File: config.mk
export PLATFORM = sky130hd
export DESIGN_NAME = prlc_top
export DESIGN_NICKNAME = d
export VERILOG_FILES = /design/src/shared/prlc_pkg.sv /design/src/hdl/prlc_out_latch.sv /design/src/hdl/prlc_top.sv
export SDC_FILE = /design/constraint.sdc
export NUM_CORES = 1
export LEC_CHECK = 0
export BUFFER_PORTS_ARGS = -buffer_cell sky130_fd_sc_hd__buf_4
export CAP_MARGIN = 20
export CORE_MARGIN = 2
export CORE_UTILIZATION = 55
export CTS_CLUSTER_SIZE = 20
export DETAILED_ROUTE_END_ITERATION = 7
export GPL_TIMING_DRIVEN = 0
export PLACE_DENSITY = 0.89
export SLEW_MARGIN = 40
export SYNTH_ARGS = -nofsm -noshare
export SYNTH_HDL_FRONTEND = slang
export SYNTH_SLANG_ARGS = --single-unit
File: constraint.sdc
create_clock -name sys_clk -period 2 [get_ports sys_clk]
set_clock_uncertainty 0.1 [all_clocks]
set_input_delay 0.1 -clock sys_clk [delete_from_list [all_inputs] [get_ports sys_clk]]
set_output_delay 0.1 -clock sys_clk [all_outputs]
set_load 0.005 [all_outputs]
File: src/shared/prlc_pkg.sv
// package for the protection output latch and configuration block
`default_nettype none
package prlc_pkg;
	// speed switch delay in half-second steps
	localparam int PRLC_SSW_STEP_MS = 500;
	localparam logic [7:0] PRLC_SSW_DLY_MIN = 8'h01;
	localparam logic [7:0] PRLC_SSW_DLY_MAX = 8'hc8;
	localparam logic [7:0] PRLC_SSW_DLY_RST = 8'h04;
	localparam int PRLC_CLK_HZ = 50000000;
	localparam int PRLC_STEP_CYC = PRLC_CLK_HZ / 1000 * PRLC_SSW_STEP_MS;
	// analog output sources
	typedef enum logic [1:0] {
		PRLC_AO_THERMAL,
		PRLC_AO_LOAD,
		PRLC_AO_STATOR,
		PRLC_AO_CT_SEC
	} prlc_ao_e;
	localparam logic [1:0] PRLC_AO_RST = 2'h2;
	localparam logic [7:0] PRLC_STATOR_FS_C = 8'hc8;
	// latch and fail-safe codes
	localparam logic [3:0] PRLC_LATCH_RST = 4'h1;
	localparam logic [3:0] PRLC_FAILSAFE_RST = 4'h1;
	// factory defaults of the yes/no settings
	localparam logic PRLC_SSW_DEFEAT_RST = 1'b1;
	localparam logic PRLC_ENA_RST = 1'b0;
	localparam int PRLC_NUM_OUT = 4;
endpackage : prlc_pkg
`default_nettype wire

File: src/hdl/prlc_out_latch.sv
// one output relay latch with manual or automatic reset
`timescale 1ns/10ps
`default_nettype none
module prlc_out_latch (
	input wire logic sys_clk,
	input wire logic rst,
	input wire logic cond,
	input wire logic latched,
	input wire logic man_reset,
	input wire logic fail_safe,
	output logic active,
	output logic coil
);
	import prlc_pkg::*;
	logic active_r;
	logic active_nxt;
	// set wins over a manual or automatic reset in the same cycle; rst still clears
	assign active_nxt = cond ? 1'b1 :
		(latched ? (active_r & ~man_reset) : 1'b0);
	always_ff @(posedge sys_clk or posedge rst) begin
		if (rst) begin
			active_r <= 1'b0;
		end else begin
			active_r <= active_nxt;
		end
	end
	assign active = active_r;
	// fail-safe coils sit energised when idle and drop on operation
	assign coil = fail_safe ? ~active_r : active_r;

	AST_LATCH_HOLDS: assert property (@(posedge sys_clk) disable iff (rst)
		active_r && latched && !cond && !man_reset |=> active_r)
		else $error("latched output dropped without manual reset");
	AST_SET_ON_COND: assert property (@(posedge sys_clk) disable iff (rst)
		cond |=> active_r)
		else $error("output not set by its condition");
	AST_AUTO_CLEAR: assert property (@(posedge sys_clk) disable iff (rst)
		!latched && !cond |=> !active_r)
		else $error("unlatched output did not clear");
	AST_MAN_CLEAR: assert property (@(posedge sys_clk) disable iff (rst)
		man_reset && !cond |=> !active_r)
		else $error("manual reset did not clear output");
endmodule : prlc_out_latch
`default_nettype wire

File: src/hdl/prlc_top.sv
// setpoint handling and output latching of a motor protection relay
`timescale 1ns/10ps
`default_nettype none
module prlc_top #(
	parameter bit EXTENDED = 1'b1,
	// step length in clock cycles; only a simulation would shorten it
	parameter int STEP_CYCLES = prlc_pkg::PRLC_STEP_CYC
) (
	input wire logic sys_clk,
	input wire logic rst,
	// ------------------------------------------------------------
	// settings
	// ------------------------------------------------------------
	input wire logic cfg_load,
	input wire logic cfg_ssw_defeat,
	input wire logic [7:0] cfg_ssw_delay,
	input wire logic [1:0] cfg_ao_src,
	input wire logic cfg_single_shot_en,
	input wire logic cfg_start_inhibit_en,
	input wire logic cfg_special_reset_en,
	input wire logic cfg_phase_rev_en,
	input wire logic [3:0] cfg_latch_code,
	input wire logic [3:0] cfg_fail_safe_code,
	// ------------------------------------------------------------
	// pins and measurements
	// ------------------------------------------------------------
	input wire logic ssw_pin,
	input wire logic man_reset_pin,
	input wire logic motor_starting,
	input wire logic phase_rev_det,
	input wire logic trip_cond,
	input wire logic alarm_cond,
	input wire logic imm_ol_alarm,
	input wire logic aux1_cond,
	input wire logic aux2_cond,
	input wire logic [7:0] thermal_used,
	input wire logic [7:0] load_pct,
	input wire logic [7:0] stator_hot_c,
	input wire logic [7:0] ct_sec_pct,
	// ------------------------------------------------------------
	// outputs
	// ------------------------------------------------------------
	output logic ssw_delay_visible,
	output logic single_shot_en,
	output logic start_inhibit_en,
	output logic special_reset_en,
	output logic [7:0] ao_level,
	output logic trip_active,
	output logic alarm_active,
	output logic aux1_active,
	output logic aux2_active,
	output logic [3:0] relay_coil
);
	import prlc_pkg::*;

	// ------------------------------------------------------------
	// stored setpoints
	// ------------------------------------------------------------
	logic ssw_defeat_r;
	logic [7:0] ssw_delay_r;
	logic [1:0] ao_src_r;
	logic ss_en_r;
	logic si_en_r;
	logic sr_en_r;
	logic pr_en_r;
	logic [3:0] latch_code_r;
	logic [3:0] fs_code_r;
	wire delay_ok = (cfg_ssw_delay >= PRLC_SSW_DLY_MIN) && (cfg_ssw_delay <= PRLC_SSW_DLY_MAX);

	always_ff @(posedge sys_clk or posedge rst) begin
		if (rst) begin
			ssw_defeat_r <= PRLC_SSW_DEFEAT_RST;
			ssw_delay_r <= PRLC_SSW_DLY_RST;
			ao_src_r <= PRLC_AO_RST;
			ss_en_r <= PRLC_ENA_RST;
			si_en_r <= PRLC_ENA_RST;
			sr_en_r <= PRLC_ENA_RST;
			pr_en_r <= PRLC_ENA_RST;
			latch_code_r <= PRLC_LATCH_RST;
			fs_code_r <= PRLC_FAILSAFE_RST;
		end else if (cfg_load) begin
			ssw_defeat_r <= cfg_ssw_defeat;
			// out-of-range delay keeps the old value; it cannot be reached while hidden
			if (delay_ok && !cfg_ssw_defeat) begin
				ssw_delay_r <= cfg_ssw_delay;
			end
			ao_src_r <= cfg_ao_src;
			ss_en_r <= cfg_single_shot_en;
			si_en_r <= cfg_start_inhibit_en;
			sr_en_r <= cfg_special_reset_en;
			pr_en_r <= cfg_phase_rev_en;
			latch_code_r <= cfg_latch_code;
			fs_code_r <= cfg_fail_safe_code;
		end
	end
	assign ssw_delay_visible = ~ssw_defeat_r;
	assign single_shot_en = ss_en_r;
	assign start_inhibit_en = si_en_r;
	assign special_reset_en = sr_en_r;

	// ------------------------------------------------------------
	// pin synchronisers
	// ------------------------------------------------------------
	logic [1:0] ssw_sync_r;
	logic [1:0] mr_sync_r;
	always_ff @(posedge sys_clk or posedge rst) begin
		if (rst) begin
			ssw_sync_r <= 2'h0;
			mr_sync_r <= 2'h0;
		end else begin
			ssw_sync_r <= {ssw_sync_r[0], ssw_pin};
			mr_sync_r <= {mr_sync_r[0], man_reset_pin};
		end
	end
	// only the second stage is read, the first may be metastable
	wire ssw_closed = ssw_sync_r[1];
	wire man_reset = mr_sync_r[1];

	// ------------------------------------------------------------
	// speed switch timer
	// ------------------------------------------------------------
	// trip when the switch stays open during a start for the set delay
	localparam logic [24:0] STEP_CYC = 25'(STEP_CYCLES);
	logic [24:0] sub_r;
	logic [7:0] steps_r;
	logic ssw_trip_r;
	wire ssw_run = ~ssw_defeat_r & motor_starting & ~ssw_closed;
	wire sub_wrap = (sub_r == STEP_CYC - 25'h1);
	wire ssw_expire = ssw_run && sub_wrap && (steps_r + 8'h1 >= ssw_delay_r);
	always_ff @(posedge sys_clk or posedge rst) begin
		if (rst) begin
			sub_r <= 25'h0;
			steps_r <= 8'h0;
			ssw_trip_r <= 1'b0;
		end else if (!ssw_run) begin
			sub_r <= 25'h0;
			steps_r <= 8'h0;
			ssw_trip_r <= 1'b0;
		end else begin
			sub_r <= sub_wrap ? 25'h0 : sub_r + 25'h1;
			// counting stops at expiry so the step count cannot wrap
			if (sub_wrap && !ssw_trip_r) begin
				steps_r <= steps_r + 8'h1;
			end
			if (ssw_expire) begin
				ssw_trip_r <= 1'b1;
			end
		end
	end

	// ------------------------------------------------------------
	// analog output selection
	// ------------------------------------------------------------
	wire [7:0] stator_clip = (stator_hot_c > PRLC_STATOR_FS_C) ? PRLC_STATOR_FS_C : stator_hot_c;
	// stator span 0..200 C scaled onto 0..255
	wire [15:0] stator_prod = 16'(stator_clip) * 16'h00ff;
	wire [7:0] stator_scaled = 8'(stator_prod / 16'(PRLC_STATOR_FS_C));
	logic [7:0] ao_sel;
	always_comb begin
		case (prlc_ao_e'(ao_src_r))
			PRLC_AO_THERMAL: ao_sel = thermal_used;
			PRLC_AO_LOAD: ao_sel = load_pct;
			PRLC_AO_STATOR: ao_sel = stator_scaled;
			PRLC_AO_CT_SEC: ao_sel = ct_sec_pct;
			default: ao_sel = stator_scaled;
		endcase
	end
	always_ff @(posedge sys_clk or posedge rst) begin
		if (rst) begin
			ao_level <= 8'h0;
		end else begin
			ao_level <= ao_sel;
		end
	end

	// ------------------------------------------------------------
	// latch decode
	// ------------------------------------------------------------
	function automatic logic [1:0] latch_decode(input logic [3:0] code, input logic ext);
		logic [1:0] res;
		res = 2'h0;
		if (ext) begin
			res[0] = (code >= 4'h2) && (code <= 4'h7) && (code != 4'h4) && (code != 4'h5);
			res[1] = (code >= 4'h4) && (code <= 4'h7);
		end else begin
			res[0] = (code == 4'h2) || (code == 4'h3) || (code == 4'h6) || (code == 4'h7);
		end
		return res;
	endfunction : latch_decode

	wire [1:0] lat = latch_decode(latch_code_r, EXTENDED);
	wire pr_trip = pr_en_r & phase_rev_det;
	wire [PRLC_NUM_OUT-1:0] conds = {aux2_cond & EXTENDED, aux1_cond & EXTENDED,
		alarm_cond, trip_cond | ssw_trip_r | pr_trip};
	// trip and second auxiliary always latched
	wire [PRLC_NUM_OUT-1:0] latched_v = {1'b1, lat[1], lat[0], 1'b1};
	wire [PRLC_NUM_OUT-1:0] act_v;
	// fail-safe code bits: trip, alarm, aux1; second auxiliary always fail-safe
	wire [PRLC_NUM_OUT-1:0] fs_v = {1'b1, fs_code_r[2], fs_code_r[1], fs_code_r[0]};
	logic [PRLC_NUM_OUT-1:0] coil_v;

	genvar gi;
	generate
		for (gi = 0; gi < PRLC_NUM_OUT; gi++) begin : g_out
			prlc_out_latch u_latch (
				.sys_clk(sys_clk),
				.rst(rst),
				.cond(conds[gi]),
				.latched(latched_v[gi]),
				.man_reset(man_reset),
				.fail_safe(fs_v[gi]),
				.active(act_v[gi]),
				.coil(coil_v[gi])
			);
		end
	endgenerate

	// immediate overload alarm bypasses the latch and follows its condition
	assign trip_active = act_v[0];
	assign alarm_active = act_v[1] | imm_ol_alarm;
	assign aux1_active = act_v[2];
	assign aux2_active = act_v[3];
	// alarm coil is rebuilt here so the overload bypass reaches the relay too
	wire alarm_coil = fs_v[1] ? ~alarm_active : alarm_active;
	assign relay_coil = {coil_v[3:2], alarm_coil, coil_v[0]};

	// ------------------------------------------------------------
	// checks
	// ------------------------------------------------------------
	AST_SSW_DEFEATED: assert property (@(posedge sys_clk) disable iff (rst)
		ssw_defeat_r |=> !ssw_trip_r)
		else $error("speed switch trip while defeated");
	AST_DELAY_RANGE: assert property (@(posedge sys_clk) disable iff (rst)
		ssw_delay_r >= PRLC_SSW_DLY_MIN && ssw_delay_r <= PRLC_SSW_DLY_MAX)
		else $error("speed switch delay out of range");
	AST_DELAY_FROZEN: assert property (@(posedge sys_clk) disable iff (rst)
		ssw_defeat_r && cfg_load |=> $stable(ssw_delay_r) || !ssw_defeat_r)
		else $error("hidden delay changed");
	AST_TRIP_LATCH: assert property (@(posedge sys_clk) disable iff (rst)
		trip_active && !man_reset |=> trip_active)
		else $error("trip cleared without manual reset");
	AST_IMM_OL: assert property (@(posedge sys_clk) disable iff (rst)
		imm_ol_alarm |-> alarm_active)
		else $error("immediate overload alarm not shown");
	AST_CODE1: assert property (@(posedge sys_clk) disable iff (rst)
		latch_code_r == 4'h1 |-> lat == 2'h0)
		else $error("code one latched an output");
	AST_PHASE_REV: assert property (@(posedge sys_clk) disable iff (rst)
		!pr_en_r && !trip_cond && !ssw_trip_r && phase_rev_det |-> !conds[0])
		else $error("phase reversal tripped while disabled");
	AST_AO_CT: assert property (@(posedge sys_clk) disable iff (rst)
		ao_src_r == 2'h3 |=> ao_level == $past(ct_sec_pct))
		else $error("ct source not routed");
	AST_AO_STATOR: assert property (@(posedge sys_clk) disable iff (rst)
		ao_src_r == 2'h2 && stator_hot_c >= PRLC_STATOR_FS_C |=> ao_level == 8'hff)
		else $error("stator full scale not reached");
	AST_SSW_CLEAR: assert property (@(posedge sys_clk) disable iff (rst)
		!ssw_run |=> !ssw_trip_r)
		else $error("speed switch trip outlived its run");
	AST_PR_TRIP: assert property (@(posedge sys_clk) disable iff (rst)
		pr_en_r && phase_rev_det |=> trip_active)
		else $error("enabled phase reversal did not trip");
	AST_ALARM_AUTO: assert property (@(posedge sys_clk) disable iff (rst)
		!lat[0] && !alarm_cond |=> !act_v[1])
		else $error("unlatched alarm held");
	AST_AUX2_LATCH: assert property (@(posedge sys_clk) disable iff (rst)
		aux2_active && !man_reset |=> aux2_active)
		else $error("second auxiliary cleared without manual reset");
	AST_AUX_BASIC: assert property (@(posedge sys_clk) disable iff (rst)
		!EXTENDED |-> !aux1_active && !aux2_active)
		else $error("auxiliary output active on basic model");
	AST_CODES_HOLD: assert property (@(posedge sys_clk) disable iff (rst)
		!cfg_load |=> $stable(latch_code_r) && $stable(fs_code_r))
		else $error("code changed without load");
	AST_ENABLES_HOLD: assert property (@(posedge sys_clk) disable iff (rst)
		!cfg_load |=> $stable({ss_en_r, si_en_r, sr_en_r}))
		else $error("enable changed without load");

	// ------------------------------------------------------------
	// cover points
	// ------------------------------------------------------------
	COV_SSW_TRIP: cover property (@(posedge sys_clk) ssw_trip_r);
	COV_REV_TRIP: cover property (@(posedge sys_clk) pr_trip ##1 trip_active);
	COV_AUX_HELD: cover property (@(posedge sys_clk) aux1_active && !aux1_cond ##1 aux1_active);
	COV_MAN_RESET: cover property (@(posedge sys_clk) trip_active ##1 !trip_active);
	COV_ALARM_AUTO: cover property (@(posedge sys_clk) alarm_active && !lat[0] ##1 !alarm_active);
endmodule : prlc_top
`default_nettype wire

==> results of run 1 <==
## timing repair
item                                    CTS
gates cloned                              3
resized for setup                       149
hold buffers                             50
buffers inserted                         92
hold endpoints to repair                103
pin swaps                                90
endpoints found under the setup margin   42
## Yosys cell counts (all sizes together), types with 4 or more instances
cell | count | area [µm²]
a211oi | 16 | 137.6
o21bai | 4 | 30.03
o21a | 11 | 82.58
a31oi | 13 | 126.4
a311oi | 5 | 50.04
or2 | 12 | 75.07
o31ai | 7 | 66.31
clkbuf | 25 | 96.34
nor2b | 4 | 25.02
o311ai | 7 | 68.83
a21oi | 61 | 350.3
ha | 46 | 575.6
nor2 | 88 | 332.8
xnor2 | 39 | 356.6
o211ai | 13 | 102.6
and2 | 17 | 106.4
nand2 | 79 | 299.0
nand2b | 11 | 76.32
mux4 | 7 | 157.7
o211a | 4 | 40.04
o32ai | 5 | 58.81
xor2 | 45 | 409.1
a2bb2oi | 4 | 53.80
or3 | 13 | 81.33
nand3 | 42 | 210.2
and3 | 22 | 142.6
a21o | 18 | 135.1
mux2i | 12 | 136.4
nor4 | 9 | 68.81
buf | 17 | 127.6
fa | 26 | 520.5
nand4 | 12 | 75.07
a31o | 6 | 52.55
dfrtp | 67 | 1677
mux2 | 20 | 229.0
a211o | 9 | 78.83
o21ai | 60 | 307.8
o22a | 4 | 35.03
dfstp | 4 | 105.1
inv | 73 | 274.0
nor3 | 36 | 205.2
a21boi | 5 | 41.29
## metrics by stage
| stage | setup slack [ns] | hold WS [ns] | std cells |
|---|---|---|---|
| after floorplan | -8.384 | 0.03143 | 1016 |
| after global placement | -9.514 | 0.1104 | 1286 |
| after detailed placement | -9.748 | -0.03182 | 1287 |
| after CTS | -8.306 | 0.0004610 | 1445 |
## per-layer routing
layer | GRT overflow | GRT usage [%]
met2 | 14 | 92.62
met3 | 0 | 66.69
met1 | 0 | 78.90
met4 | 15 | 76.53
met5 | 0 | 35.88
## cell families after synthesis
group	count (synthesis)	share of synthesized area (%)
muxes	39	6.128
buffers and inverters	115	5.835
xor gates and xnor gates	84	8.972
DFF	71	20.88
adders and majority gates	72	12.84
AOI/OAI and AO/OA	276	24.01
and+or+nand+nor	359	21.33
==> qor.log, run 1 <==
INFO  status         run_status=aborted with a tool error
INFO  status         lastStage=global routing (5_1_grt)
INFO  status         firstError=[ERROR GRT-0232] Routing congestion too high. Check the congestion heatmap in the GUI.
INFO  die            floorplan.rows=45
INFO  place          detailed_place_hpwl=17350µm
INFO  synthesis      ys.flop_type=sky130_fd_sc_hd__dfrtp_1
INFO  cts            clk_root_buffer_cell=sky130_fd_sc_hd__clkbuf_16
INFO  synthesis      synth_seq_cells=71
INFO  synthesis      postSynth.asyncResetShare=100.0%
INFO  grt            grt-ovfl-total=29
INFO  synthesis      synth_sequential_area_ratio=20.88%
INFO  grt            gr-usage-all-layers=78.56%
INFO  sta            grt-worst-endpoint=ao_level[0]$_DFF_PP0_/D
INFO  synthesis      mappedNetlistNets=1155
INFO  grt            grt_max_degree=46
INFO  place          placement.cell_area=0.009612mm²
INFO  die            die_height=128.6µm
INFO  synthesis      cell_count_after_synthesis=1016
INFO  synthesis      yosys.cell_types.count=103
INFO  synthesis      yosysWarnings=0
INFO  cts            htreeDepth=3
INFO  die            num_io_pins=87
INFO  sta            worst-ep-kind=sequential cell input
INFO  synthesis      synth_enable_flop_cells=0
INFO  synthesis      syn_area=0.008534mm²
INFO  synthesis      post_synthesis_area_per_instance=8.400µm²
INFO  place          buffer_ports.inserted=82
INFO  cts            numCtsBuffers=9
INFO  die            die_w=128.6µm
INFO  place          gp_congestion=0.9456
INFO  cts            cts-root-to-sink-buffers=2
INFO  cts            clock_sinks=71
INFO  die            start_util=56.14%
==> run 2, diff against run 1 <==
Settings changed: CORE_UTILIZATION 55 to 40, CTS_CLUSTER_SIZE 20 to not set, PLACE_DENSITY 0.89 to not set, PLACE_DENSITY_LB_ADDON set to 0.15.
Clock period 2 ns to 2.6 ns, I/O delays scaled along.
==> qor.log, run 2 <==
INFO  status         run_status=finished, violations left
INFO  status         failed_checks=setup timing
INFO  cells_and_area mostFrequentLayoutCells=179 x sky130_fd_sc_hd__buf_4, 79 x sky130_fd_sc_hd__nor2_1, 72 x sky130_fd_sc_hd__nand2_1
INFO  synthesis      yosys.area_share.xor_xnor=8.972% [unchanged]
INFO  worst_setup_path criticalPathCategory=input pin to register
INFO  synthesis      yosys-top-cells-count=87 x sky130_fd_sc_hd__nor2_1, 78 x sky130_fd_sc_hd__nand2_1, 73 x sky130_fd_sc_hd__inv_1
INFO  cts            clock_transition_at_the_register_clock_pins_on_the_worst_setup_and_hold_paths_after_cts=0.07ns
INFO  drt            detailroute.via_count=8448
INFO  drt            drt.antenna.violating_nets=0
INFO  drt            detail_route.iter0.violations=348
INFO  synthesis      synthMostInstantiatedCell=sky130_fd_sc_hd__nor2_1
INFO  synthesis      syn_area=0.008534mm² [unchanged]
INFO  sta            setup_repair_after_global_routing_missed_its_margin=yes
INFO  worst_setup_path timing.critical_path.fanout_max=7
INFO  worst_setup_path critPathMostFrequentCell=sky130_fd_sc_hd__buf_6
INFO  die            die_w=150.1µm [+17%]
INFO  sta            final.setup.worst_slack=-8.044ns
INFO  drt            wl_per_cell=16.50µm
INFO  cells_and_area postLayoutCellArea=0.01208mm²
INFO  drt            postRouteWirelength=25160µm
INFO  synthesis      mappedNetlistNets=1155 [unchanged]
INFO  worst_setup_path cp.buffers_inverters=18
INFO  synthesis      postSynth.asyncResetShare=100.0% [unchanged]
INFO  cells_and_area largest_reg_flops=25
INFO  place          gp_congestion=0.8782 [-7.1%]
INFO  worst_setup_path crit_required=2.71ns
INFO  sta            relative_max_transition_margin=49.01%
INFO  synthesis      synthTopCellsByArea=sky130_fd_sc_hd__dfrtp_1 20%, sky130_fd_sc_hd__ha_1 6.7%, sky130_fd_sc_hd__fa_1 6.1%
INFO  synthesis      synthAdderAreaFrac=12.84% [unchanged]
INFO  synthesis      cell_count_after_synthesis=1016 [unchanged]
INFO  sta            finalSetupViolations=8
INFO  sta            slew_limit_fails=0
INFO  synthesis      synth_seq_cells=71 [unchanged]
INFO  sta            period_share=409.4%
INFO  synthesis      ys.flop_type=sky130_fd_sc_hd__dfrtp_1
INFO  worst_setup_path critPathTopFamily=compound AO/OA/AOI/OAI gates
INFO  place          detailed_place_hpwl=18450µm [+6.3%]
INFO  cts            clock_sinks=71 [unchanged]
INFO  synthesis      synth_top_area_cell=sky130_fd_sc_hd__dfrtp_1
INFO  grt            gr-usage-all-layers=22.47%
INFO  sta            report.final.hold_viol_count=0
INFO  sta            worstMarginPinSlew=0.7649ns
INFO  cts            cts-root-to-sink-buffers=2 [unchanged]
INFO  cells_and_area area.growth.synth_to_final=41.55%
INFO  cts            insertion_delay=0.34ns
INFO  die            start_util=40.73% [-15 points]
INFO  cells_and_area mostFrequentLayoutCell=sky130_fd_sc_hd__buf_4
INFO  cells_and_area top_reg_by_flops=sub_r
INFO  synthesis      fraction_of_the_mapped_netlist_area_in_compound_gates=24.01% [unchanged]
INFO  cells_and_area final_stage_net_count=1383
INFO  drt            drtPass1Iterations=5
INFO  place          placement.cell_area=0.009706mm² [+0.98%]
INFO  synthesis      synth_sequential_area_ratio=20.88% [unchanged]
INFO  die            die_height=150.1µm [+17%]
INFO  synthesis      synthSimpleGateAreaFrac=21.33% [unchanged]
INFO  flow_run       max_cap_violations=0
INFO  cells_and_area n_fill_cell=1839
INFO  cts            tritoncts=done
INFO  drt            route.detailed.drc=0
INFO  synthesis      post_synthesis_area_per_instance=8.400µm² [unchanged]
INFO  synthesis      largest_family_of_logic_cells_by_synthesized_area=compound AO/OA/AOI/OAI gates
INFO  cells_and_area post_route_cells_drive_above_1_share=36.51%
INFO  sta            clock.fmax=93.95MHz
INFO  grt            antenna_found_initial=2
INFO  sta            period_needed=10.64ns
INFO  die            floorplan.rows=53 [+18%]
INFO  grt            grt_pass1_wl=41490µm
INFO  die            num_io_pins=87 [unchanged]
INFO  grt            grt-ovfl-total=0
INFO  synthesis      synth_enable_flop_cells=0 [unchanged]
INFO  worst_hold_path min-delay-path-class=input pin to register
INFO  worst_setup_path end_kind=register
INFO  place          buffer_ports.inserted=82 [unchanged]
INFO  cells_and_area final-seq-area=0.001782mm²
INFO  worst_setup_path worst_path_slowest_cell=sky130_fd_sc_hd__fa_1
INFO  worst_setup_path startpoint_type=input pin
INFO  grt            grt_pass1_vias=8399
INFO  synthesis      synth.area.mux_share=6.128% [unchanged]
INFO  die            fp.dieArea=0.02252mm²
INFO  grt            grt_max_degree=44
INFO  drt            routed_via_density=5.540
INFO  cts            htreeDepth=3 [unchanged]
INFO  synthesis      yosys.area.top_type_share=19.65% [unchanged]
INFO  synthesis      yosysWarnings=0 [unchanged]
INFO  synthesis      yosys.cell_types.count=103 [unchanged]
INFO  cts            clk_root_buffer_cell=sky130_fd_sc_hd__clkbuf_16
INFO  worst_setup_path timing.critical_path.arrival=10.75ns
INFO  cells_and_area multi_input_comb_area=0.007278mm²
INFO  die            design.core.area=0.02096mm²
INFO  worst_setup_path crit_path_max_incr_delay=0.56ns
INFO  cts            numCtsBuffers=9 [unchanged]
## run 2: cell counts after synthesis
Identical to the previous run, type by type.
## run 2: logic make-up (layout without fill, tap and decap cells)
kind of cell / Yosys count / count (layout)
buffers and inverters: 115 / 347
XOR/XNOR: 84 / 84
other: 0 / 1
AND/OR/NAND/NOR: 359 / 360
AO/OA/AOI/OAI: 276 / 276
flip-flops: 71 / 71
multiplexers: 39 / 39
adder cells (fa/ha/maj): 72 / 72
## run 2: per-layer routing
layer / wire length [µm] / GRT usage [%] / vias up
met5: 0 / 0 / -
met4: 388 / 5.236 / 0
met1: 11540 / 30.83 / 4050
li1: - / - / 4136
met2: 11970 / 38.22 / 231
met3: 1256 / 2.195 / 31
## run 2: what timing repair did
item                                    in CTS  in global routing
gates resized for setup                    138                 58
hold buffers                                29                  0
gates cloned                                 1                  1
endpoints found under the setup margin      35                 36
hold endpoints to repair                    95                  0
setup buffers                               86                 23
pin swaps                                   50                 44
## run 2: worst register-to-register path, delay by kind of cell (launching register included)
kind | cells | cell delay [ns]
AO/OA/AOI/OAI | 4 | 0.58
XOR/XNOR | 1 | 0.14
adder cells (fa/ha/maj) | 2 | 0.46
flip-flops | 1 | 0.45
AND/OR/NAND/NOR | 7 | 0.54
## run 2: worst paths after layout
check	from	endpoint	slack, ns	depth (start not counted)
max	stator_hot_c[1]	ao_level[2]$_DFF_PP0_	-8.04	51
min	thermal_used[0]	ao_level[0]$_DFF_PP0_	0.000005	3
max reg2reg	steps_r[0]$_DFFE_PP0P_	ssw_trip_r$_DFFE_PP0P_	0.21	14
min reg2reg	mr_sync_r[0]$_DFF_PP0_	mr_sync_r[1]$_DFF_PP0_	0.25	0
max in group asynchronous	rst	fs_code_r[0]$_DFFE_PP1P_	1.63	4
min in group asynchronous	rst	ao_level[6]$_DFF_PP0_	0.22	3
## run 2: layout make-up
class | count | share of cell area, %
Buffer | 36 | 2.185
Multi-Input combinational cell | 831 | 60.25
Clock buffer | 9 | 1.864
Timing Repair Buffer | 222 | 15.07
Sequential cell | 71 | 14.75
Antenna cell | 1 | 0.02071
Inverter | 73 | 2.310
Clock inverter | 7 | 0.7043
Tap cell | 275 | 2.848
## run 2: through the flow
stage | hold slack (ns) | util (%) | setup TNS (ns) | instances | setup WS (ns)
floorplan | 0.06143 | - | -48.27 | 1016 | -7.814
global placement | 0.1400 | 46.14 | -83.60 | 1373 | -9.175
detailed placement | 0.01954 | 46.32 | -59.67 | 1374 | -9.260
CTS | 0.006355 | 55.50 | -48.39 | 1502 | -7.721
global route | 0.005912 | 57.65 | -52.73 | 1525 | -8.362
finish | 0.000005190 | 57.65 | -50.66 | 1525 | -8.044
Power of run 2 is not shown: default switching activity piles up to over one toggle a cycle in this logic, so the estimate is an artifact.
==> run 3, diff against run 2 <==
Settings changed: CORE_ASPECT_RATIO set to 1.75, REMOVE_ABC_BUFFERS set to 1.
==> qor.log, run 3 (same netlist as run 2, synthesis figures left out) <==
INFO  cells_and_area top_reg_by_flops=sub_r
INFO  cts            clock_transition_at_the_register_clock_pins_on_the_worst_setup_and_hold_paths_after_cts=0.06ns [about the same]
INFO  drt            route.detailed.drc=0 [unchanged]
INFO  sta            slew_limit_fails=0 [unchanged]
INFO  cts            numCtsBuffers=9 [unchanged]
INFO  die            die_w=114.4µm [-24%]
INFO  status         run_status=finished, violations left
INFO  worst_setup_path timing.critical_path.arrival=10.69ns [-0.06 ns]
INFO  grt            gr-usage-met3=1.565% [-0.63 points]
INFO  cells_and_area final_core_occ=57.55% [-0.099 points]
INFO  die            design.core.area=0.02093mm² [-0.11%]
INFO  die            start_util=40.77% [+0.044 points]
INFO  sta            report.final.hold_viol_count=0 [unchanged]
INFO  place          detailed_place_hpwl=18960µm [+2.8%]
INFO  worst_hold_path worst_hold_path.num_cells=2 [-1]
INFO  die            die_height=197.2µm [+31%]
INFO  cts            tritoncts=done
INFO  grt            grt-ovfl-total=0 [unchanged]
INFO  worst_setup_path criticalPathCategory=input pin to register
INFO  drt            drtPass1Iterations=4 [-1]
INFO  cts            htreeDepth=3 [unchanged]
INFO  cts            insertion_delay=0.34ns [about the same]
INFO  grt            antenna_found_initial=0 [-2]
INFO  grt            grt-busiest-layer=met2
INFO  sta            clock.fmax=94.43MHz [+0.50%]
INFO  grt            m1_gr_usage=21.33% [-9.5 points]
INFO  drt            routed_via_density=5.755 [+3.9%]
INFO  sta            finalHoldWorstSlack=0.009476ns [+0.009470 ns]
INFO  cts            clock_sinks=71 [unchanged]
INFO  worst_setup_path end_kind=register
INFO  flow_run       max_cap_violations=0 [unchanged]
INFO  grt            grt_max_degree=40 [-9.1%]
INFO  sta            setup_repair_after_global_routing_missed_its_margin=yes
INFO  cells_and_area mostFrequentLayoutCells=183 x sky130_fd_sc_hd__buf_4, 81 x sky130_fd_sc_hd__nor2_1, 73 x sky130_fd_sc_hd__nand2_1
INFO  drt            detail_route.iter0.violations=367 [+5.5%]
INFO  status         failed_checks=setup timing
INFO  worst_setup_path crit_required=2.70ns [about the same]
INFO  worst_setup_path rr_worst_depth=7 [-7]
INFO  sta            final.setup.worst_slack=-7.990ns [+0.05339 ns]
INFO  worst_setup_path timing.critical_path.fanout_max=6 [-1]
INFO  die            floorplan.rows=70 [+32%]
INFO  sta            relative_max_transition_margin=50.93% [+1.9 points]
INFO  worst_hold_path min-delay-path-class=input pin to register
INFO  sta            period_needed=10.59ns [-0.05339 ns]
INFO  place          placement.cell_area=0.009319mm² [-4.0%]
INFO  cells_and_area area.growth.synth_to_final=41.15%
INFO  die            fp.dieArea=0.02257mm² [+0.20%]
INFO  grt            grt_pass1_wl=40610µm [-2.1%]
INFO  sta            worstMarginPinSlew=0.7245ns [-0.04031 ns]
INFO  place          place_ws=-10.60ns [-1.344 ns]
INFO  worst_setup_path startpoint_type=input pin
INFO  drt            wl_per_cell=17.43µm [+5.7%]
INFO  cts            cts-root-to-sink-buffers=2 [unchanged]
INFO  cells_and_area final-seq-area=0.001783mm² [about the same]
INFO  cells_and_area antenna_diode_instance_count=0 [-1]
INFO  drt            drt.antenna.violating_nets=0 [unchanged]
INFO  grt            grt_pass1_vias=8569 [+2.0%]
INFO  grt            grt_use_met2=44.36% [+6.1 points]
INFO  worst_setup_path worst_path_slowest_cell=sky130_fd_sc_hd__fa_1
INFO  die            num_io_pins=87 [unchanged]
INFO  place          gp_congestion=0.8976 [+2.2%]
INFO  grt            gr-usage-all-layers=22.16% [-0.32 points]
INFO  cells_and_area postLayoutCellArea=0.01205mm² [-0.28%]
INFO  cells_and_area final_stage_net_count=1361 [-1.6%]
INFO  place          buffer_ports.inserted=84 [+2.4%]
INFO  cells_and_area mostFrequentLayoutCell=sky130_fd_sc_hd__buf_4
INFO  worst_setup_path crit_path_max_incr_delay=0.52ns [-0.04 ns]
INFO  cells_and_area multi_input_comb_area=0.007422mm² [+2.0%]
INFO  drt            detailroute.via_count=8511 [+0.75%]
INFO  cts            clk_root_buffer_cell=sky130_fd_sc_hd__clkbuf_16
INFO  cells_and_area post_route_cells_drive_above_1_share=36.67% [+0.17 points]
INFO  drt            postRouteWirelength=25780µm [+2.5%]
INFO  cells_and_area largest_reg_flops=25 [unchanged]
INFO  sta            period_share=407.3% [-2.1 points]
INFO  sta            finalSetupViolations=8 [unchanged]
INFO  cells_and_area n_fill_cell=1849 [+0.54%]
[run 3: cell count changes in the layout (fill, tap and decap cells not counted), moves of 3 or more]
cell,delta
sky130_fd_sc_hd__a21oi_1,-3
sky130_fd_sc_hd__and3_2,-3
sky130_fd_sc_hd__buf_4,+4
sky130_fd_sc_hd__buf_6,-7
sky130_fd_sc_hd__clkbuf_1,-15
sky130_fd_sc_hd__clkbuf_2,-3
sky130_fd_sc_hd__inv_1,+4
sky130_fd_sc_hd__inv_2,-5
sky130_fd_sc_hd__nor2_2,-4
sky130_fd_sc_hd__o21ai_1,+3
[run 3: final cells by class]
class                           instances  share of cell area, %
Clock inverter                          6                 0.5816
Clock buffer                           10                  1.901
Inverter                               73                  2.337
Multi-Input combinational cell        832                  61.61
Sequential cell                        71                  14.80
Tap cell                              252                  2.617
Timing Repair Buffer                  235                  16.15
[run 3: per-layer routing]
| metal | up-vias | share of wire, % |
|---|---|---|
| met5 | - | 0 |
| met4 | 0 | 4.9 |
| met3 | 80 | 1.7 |
| met2 | 167 | 58 |
| met1 | 4178 | 35 |
| li1 | 4086 | - |
[run 3: repair_timing]
action,in CTS,in global routing
cloned,2,0
endpoints found under the hold margin,59,1
setup endpoints to repair,9,9
resized for setup,166,73
setup buffers,85,40
hold buffers,29,2
pin swaps,67,75
[run 3: worst paths after layout]
| check | from | to | slack (ns) |
|---|---|---|---|
| min in group asynchronous | rst | sub_r[2]$_DFF_PP0_ | 0.23 |
| max | stator_hot_c[0] | ao_level[0]$_DFF_PP0_ | -7.99 |
| min reg2reg | ssw_sync_r[0]$_DFF_PP0_ | ssw_sync_r[1]$_DFF_PP0_ | 0.26 |
| max in group asynchronous | rst | fs_code_r[0]$_DFFE_PP1P_ | 1.59 |
| min | load_pct[5] | ao_level[5]$_DFF_PP0_ | 0.009 |
| max reg2reg | sub_r[9]$_DFF_PP0_ | steps_r[4]$_DFFE_PP0P_ | 0.20 |
[run 3: critical path, delay by kind of cell]
| kind | cells | cell delay (ns) |
|---|---|---|
| fa+ha+maj | 5 | 2.00 |
| simple gates | 13 | 2.92 |
| buf+inv | 8 | 0.88 |
| mux | 1 | 0.38 |
| compound gates | 19 | 4.35 |
[run 3: through the flow]
step           TNS (ns)  instances
5_1_grt          -50.52       1479
2_1_floorplan    -51.20        974
3_3_place_gp     -91.11       1310
6_report         -48.66       1479
4_1_cts          -48.76       1443
3_5_place_dp     -63.38       1311
Power of run 3 is left out for the same reason.
